--- src/core/rcm_cfg.svh ---
`ifndef RCM_CFG_SVH
`define RCM_CFG_SVH

// ==================================================================
// Widths
`define RCM_RING_W      3
`define RCM_OFS_W       12
`define RCM_ADDR_W      16

// ==================================================================
// Reset values, fixed rings and the call entry offset
`define RCM_RING_RST    3'h0
`define RCM_KERNEL_RING 3'h0
`define RCM_ENTRY_OFS   12'h000

// ==================================================================
// Security trap save area base address
`define RCM_SAVE_ADDR   16'h0040

`endif

--- src/core/rcm_pkg.sv ---
`include "rcm_cfg.svh"

package rcm_pkg;

   // ===============================================================
   // Request kinds
   typedef enum logic [3:0] {
      RCM_MEM_READ  = 4'h0,
      RCM_MEM_WRITE = 4'h1,
      RCM_MEM_FETCH = 4'h2,
      RCM_DEV_READ  = 4'h3,
      RCM_DEV_WRITE = 4'h4,
      RCM_DEV_CTRL  = 4'h5,
      RCM_CALL      = 4'h6,
      RCM_RETURN    = 4'h7,
      RCM_VALIDATE  = 4'h8
   } rcm_kind_type;

   // ===============================================================
   // Encoded trap causes, lower code value is not priority
   typedef enum logic [3:0] {
      RCM_C_NONE      = 4'h0,
      RCM_C_DIRECTED  = 4'h1,
      RCM_C_LIMIT     = 4'h2,
      RCM_C_WRITE     = 4'h3,
      RCM_C_READ      = 4'h4,
      RCM_C_EXEC      = 4'h5,
      RCM_C_NO_ACCESS = 4'h6,
      RCM_C_NO_DIRECT = 4'h7,
      RCM_C_LEVEL1    = 4'h8,
      RCM_C_CALL      = 4'h9,
      RCM_C_ENTRY     = 4'hA,
      RCM_C_RETURN    = 4'hB,
      RCM_C_CONTROL   = 4'hC
   } rcm_cause_type;

   // ===============================================================
   // Descriptor ring brackets and permits
   typedef struct packed {
      logic [`RCM_RING_W-1:0] writeLimit;
      logic [`RCM_RING_W-1:0] readExecLimit;
      logic [`RCM_RING_W-1:0] callLimit;
      logic                   permRead;
      logic                   permWrite;
      logic                   permExec;
   } rcm_desc_type;

   // Descriptor walk outcome reported by the address preparation
   typedef struct packed {
      logic directed;
      logic limitViol;
      logic accessMissing;
      logic allIndirect;
      logic level1Direct;
      logic viaIndirect;
   } rcm_fault_type;

   typedef struct packed {
      rcm_kind_type           kind;
      logic [`RCM_RING_W-1:0] effRing;
      logic [`RCM_RING_W-1:0] targetRing;
      logic [`RCM_OFS_W-1:0]  offset;
      logic                   handlerEntry;
      rcm_desc_type           desc;
      rcm_fault_type          faults;
   } rcm_req_type;

   typedef struct packed {
      logic canRead;
      logic canWrite;
      logic canExec;
      logic canCall;
   } rcm_rights_type;

   // Cause record written to the save area
   typedef struct packed {
      rcm_cause_type          cause;
      rcm_kind_type           kind;
      logic [`RCM_RING_W-1:0] effRing;
      logic [`RCM_OFS_W-1:0]  offset;
   } rcm_record_type;

endpackage : rcm_pkg

--- src/core/rcm_violation_check.sv ---
`timescale 1ns/1ps
`include "rcm_cfg.svh"

module rcm_violation_check
   import rcm_pkg::*;
(
   input  rcm_req_type   req,
   output rcm_cause_type cause
);

   // ===============================================================
   // Ring test shared by all bracket checks
   function automatic logic above(
      input logic [`RCM_RING_W-1:0] ring,
      input logic [`RCM_RING_W-1:0] lim
   );
      above = ring > lim;
   endfunction : above

   // ===============================================================
   // First failing condition wins; one cause per access
   always_comb
   begin
      logic [`RCM_RING_W-1:0] r;
      logic                   isDev;
      logic                   isDesc;
      rcm_desc_type           d;
      r      = req.effRing;
      d      = req.desc;
      isDev  = req.kind inside {RCM_DEV_READ, RCM_DEV_WRITE,
                                RCM_DEV_CTRL};
      isDesc = !(req.kind inside {RCM_RETURN, RCM_VALIDATE});
      cause  = RCM_C_NONE;
      // Handler entry fetches run at kernel privilege
      if (req.handlerEntry)
         r = `RCM_KERNEL_RING;
      if (isDesc && req.faults.directed)
         cause = RCM_C_DIRECTED;
      else if (isDesc && req.faults.limitViol
               && (!isDev || req.faults.viaIndirect))
         cause = RCM_C_LIMIT;
      else if (isDesc && req.faults.accessMissing)
         cause = RCM_C_NO_ACCESS;
      else if (isDesc && req.faults.allIndirect)
         cause = RCM_C_NO_DIRECT;
      else if (isDesc && req.faults.level1Direct)
         cause = RCM_C_LEVEL1;
      else
      begin
         unique case (req.kind)
            RCM_MEM_WRITE, RCM_DEV_WRITE:
               if (above(r, d.writeLimit) || !d.permWrite)
                  cause = RCM_C_WRITE;
            RCM_MEM_READ, RCM_DEV_READ:
               if (above(r, d.readExecLimit) || !d.permRead)
                  cause = RCM_C_READ;
            RCM_MEM_FETCH:
               if (above(r, d.readExecLimit) || !d.permExec)
                  cause = RCM_C_EXEC;
            RCM_DEV_CTRL:
               if (above(r, d.callLimit) || !d.permExec)
                  cause = RCM_C_CONTROL;
            RCM_CALL:
               // Even from inside the execute bracket a call must enter at the gate
               if (above(r, d.callLimit))
                  cause = RCM_C_CALL;
               else if (!d.permExec)
                  cause = RCM_C_EXEC;
               else if (req.offset != `RCM_ENTRY_OFS)
                  cause = RCM_C_ENTRY;
            RCM_RETURN:
               if (above(r, req.targetRing))
                  cause = RCM_C_RETURN;
            default:
               cause = RCM_C_NONE;
         endcase
      end
   end

endmodule : rcm_violation_check

--- config.mk ---
export PLATFORM = sky130hd
export DESIGN_NAME = rcm_violation_check
export DESIGN_NICKNAME = d
export VERILOG_FILES = /design/src/core/rcm_pkg.sv /design/src/core/rcm_violation_check.sv
export VERILOG_INCLUDE_DIRS = /design/src /design/src/core
export SDC_FILE = /design/constraint.sdc
export NUM_CORES = 1
export LEC_CHECK = 0
export BUFFER_PORTS_ARGS = -buffer_cell sky130_fd_sc_hd__buf_2
export CAP_MARGIN = 20
export CORE_ASPECT_RATIO = 1.2
export CORE_MARGIN = 1.5
export CORE_UTILIZATION = 30
export DETAILED_ROUTE_END_ITERATION = 8
export PLACE_DENSITY = 0.64
export SYNTH_ARGS = -nofsm -noshare
export SYNTH_HDL_FRONTEND = slang
export SYNTH_SLANG_ARGS = --single-unit
--- constraint.sdc ---
create_clock -name vclk -period 2.7
set_clock_uncertainty 0.15 [all_clocks]
set_input_delay 0.405 -clock vclk [all_inputs]
set_output_delay 0.405 -clock vclk [all_outputs]
set_load 0.02 [all_outputs]
==> results.sh <==
export IMPL_floorplan_die_width_um=46.32
export IMPL_vias=1001
export IMPL_placed_area_um2=991.0
export IMPL_syn_avg_cell_area_um2=6.256
export IMPL_placeable_core_region_um2=2095
export IMPL_number_of_global_route_vias_before_repair=905
export IMPL_overflow=0
export IMPL_dr_first_iter_drc_count=16
export IMPL_setup_slack_ns=-0.09981
export IMPL_area_growth_pct=66.85
export IMPL_fmaxAchievable_ghz=0.3572
export IMPL_outcome="finished, violations left"
export IMPL_violations="negative setup slack"
export IMPL_fin_tns_setup_ns=-0.2544
export IMPL_drt_vias_per_instance=5.324
export IMPL_route_detailed_drc=0
export IMPL_worstPathArrival_ns=2.24
export IMPL_wl_um=2316
export IMPL_timing_critical_path_cells="buf_6 -> nand2b_4 -> ha_4 -> nor3_2 -> or4_1 -> a221oi_2 -> o32ai_1 -> a22oi_1 -> nor2_1 -> buf_4"
export IMPL_synth_sequential_area_ratio=0
export IMPL_slew_limit_headroom=0.7704
export IMPL_layout_common_cells="sky130_fd_sc_hd__buf_2, sky130_fd_sc_hd__buf_4, sky130_fd_sc_hd__nor2_1, sky130_fd_sc_hd__inv_1, sky130_fd_sc_hd__nor2b_1"
export IMPL_cpMaxStageDelayCell="sky130_fd_sc_hd__or4_1"
export IMPL_cp_top_family="simple AND/OR/NAND/NOR gates"
export IMPL_worst_path_buf_inv=2
export IMPL_cp_max_fo=3
export IMPL_antenna_diode_count=0
export IMPL_io_pins=45
export IMPL_finalWeightedCongestion=0.8765
export IMPL_maximum_number_of_pins_on_one_net_before_global_route_repair=11
export IMPL_floorplan_die_height_um=54.99
export IMPL_synth_warnings=0
export IMPL_clock_buffer_count=0
export IMPL_layout_area_seq_um2=0
export IMPL_cts_hold_fix_buffers=0
export IMPL_floorplan_rows=18
export IMPL_setup_violations=4
export IMPL_first_pass_grt_wire_length_um=3767
export IMPL_critical_path_max_stage_delay_ns=0.49
export IMPL_post_route_cells_drive_above_1_share=0.4937
export IMPL_fin_util=0.5382
export IMPL_worst_ep_required_time_ns=2.14
export IMPL_port_buffer_count=45
export IMPL_power_density_cell_area_nw_per_um2=168.0
export IMPL_setup_repair_after_global_routing_missed_its_margin="true"
export IMPL_p_leak_nw=0.4965
export IMPL_die_area_um2=2547
export IMPL_fin_nets=206
export IMPL_criticalPathCategory="in -> out"
export IMPL_synth_net_count=154
export IMPL_grt_total_usage=0.1927
export IMPL_mapped_area_um2=675.6
export IMPL_antenna_left=0
export IMPL_syn_instance_count=108
export IMPL_drt_first_pass_iters=4
export IMPL_post_route_period_util=1.037
export IMPL_place_ws_ns=-0.2960
export IMPL_fill_cells=227
export IMPL_mostFrequentLayoutCell="sky130_fd_sc_hd__buf_2"
export IMPL_drv_slew=0
export IMPL_initial_core_util=0.3226
export IMPL_flops_and_latches=0
export IMPL_grt_antenna_before_repair=0
export IMPL_route_detailed_wl_per_inst_um=12.32
export IMPL_measured_slew_at_the_worst_slew_check_pin_ns=0.3421
export IMPL_finish_instance_area_um2=1127
export IMPL_vdd_ir_drop_max_uv=83.22
export IMPL_worst_setup_path_start_kind="input pin"
export IMPL_endpoint_kind="primary output"
export IMPL_synth_distinct_cells=42
export IMPL_finalWorstPathRequiredPeriod_ns=2.800
export IMPL_cap_violations=0
export IMPL_final_hold_violation_count=0
export IMPL_worstHoldPathType="in -> out"
export IMPL_detail_placement_hpwl_um=1828
[final timing paths]
| check | from | endpoint | slack (ns) | cells after the start |
|---|---|---|---|---|
| worst min-delay path | req[40] | cause[1] | 1.10 | 3 |
| worst max-delay path | req[18] | cause[2] | -0.1 | 10 |
[per-stage QoR]
step	power [mW]	hold WS, ns	cells
floorplan	0.09058	0.9245	108
global placement	0.1534	1.092	187
detailed placement	0.1570	1.102	187
CTS	0.1786	1.102	187
global route	0.2099	1.125	188
finish	0.1894	1.104	188
[power breakdown]
group	leakage [nW]	internal, mW	switching (mW)	total (mW)
logic	0.497	0.0951	0.0943	0.189
registers	0	0	0	0
clock network	0	0	0	0
total	0.497	0.0951	0.0943	0.189
[what timing repair did]
| item | CTS | global route |
|---|---|---|
| endpoints found under the setup margin | 4 | 4 |
| gates resized for setup | 17 | 10 |
| buffers inserted | 0 | 1 |
| pin swaps | 14 | 4 |
[worst min-delay path, cell delays in order]
cell,delay [ns]
sky130_fd_sc_hd__buf_2,0.19
sky130_fd_sc_hd__o31ai_2,0.10
sky130_fd_sc_hd__buf_4,0.15
[logic make-up after synthesis]
group	Yosys count	synth area share
compound gates	37	0.3704
xor+xnor	2	0.02593
fa+ha+maj	7	0.1222
buf+inv	13	0.07593
mux	2	0.02963
simple gates	47	0.3759
[cell type report]
type	instances	area, µm²	share of cell area
repair buffers	54	309.0	0.2741
multi-input cells	95	747.0	0.6626
inverters	9	33.78	0.02997
well taps	30	37.54	0.03330
[cells in the mapped netlist (2+ instances only)]
master,instances,area [µm²]
sky130_fd_sc_hd__nor2_1,11,41.29
sky130_fd_sc_hd__inv_1,8,30.03
sky130_fd_sc_hd__nor3_1,8,40.04
sky130_fd_sc_hd__o21ai_0,7,35.03
sky130_fd_sc_hd__a21oi_1,6,30.03
sky130_fd_sc_hd__nor2b_1,6,37.54
sky130_fd_sc_hd__ha_1,5,62.56
sky130_fd_sc_hd__nand2_1,4,15.01
sky130_fd_sc_hd__a31oi_1,3,18.77
sky130_fd_sc_hd__nand2b_1,3,18.77
sky130_fd_sc_hd__nand3_1,3,15.01
sky130_fd_sc_hd__nor4_1,3,18.77
sky130_fd_sc_hd__a22oi_1,2,15.01
sky130_fd_sc_hd__buf_2,2,10.01
sky130_fd_sc_hd__clkbuf_1,2,7.510
sky130_fd_sc_hd__maj3_1,2,20.02
sky130_fd_sc_hd__mux2i_1,2,20.02
sky130_fd_sc_hd__nor3b_1,2,15.01
sky130_fd_sc_hd__o21a_1,2,15.01
sky130_fd_sc_hd__o21ai_1,2,10.01
sky130_fd_sc_hd__o21bai_1,2,15.01
sky130_fd_sc_hd__o32ai_1,2,17.52
sky130_fd_sc_hd__or3_1,2,12.51
[routing by layer]
| metal | part of all wire | global-route usage | vias up |
|---|---|---|---|
| li1 | - | - | 511 |
| met1 | 0.40 | 0.2500 | 458 |
| met2 | 0.56 | 0.3657 | 32 |
| met3 | 0.042 | 0.009740 | 0 |
| met4 | 0 | 0 | 0 |
| met5 | 0 | 0 | - |
No activity file was read; power rests on OpenSTA's default activity.
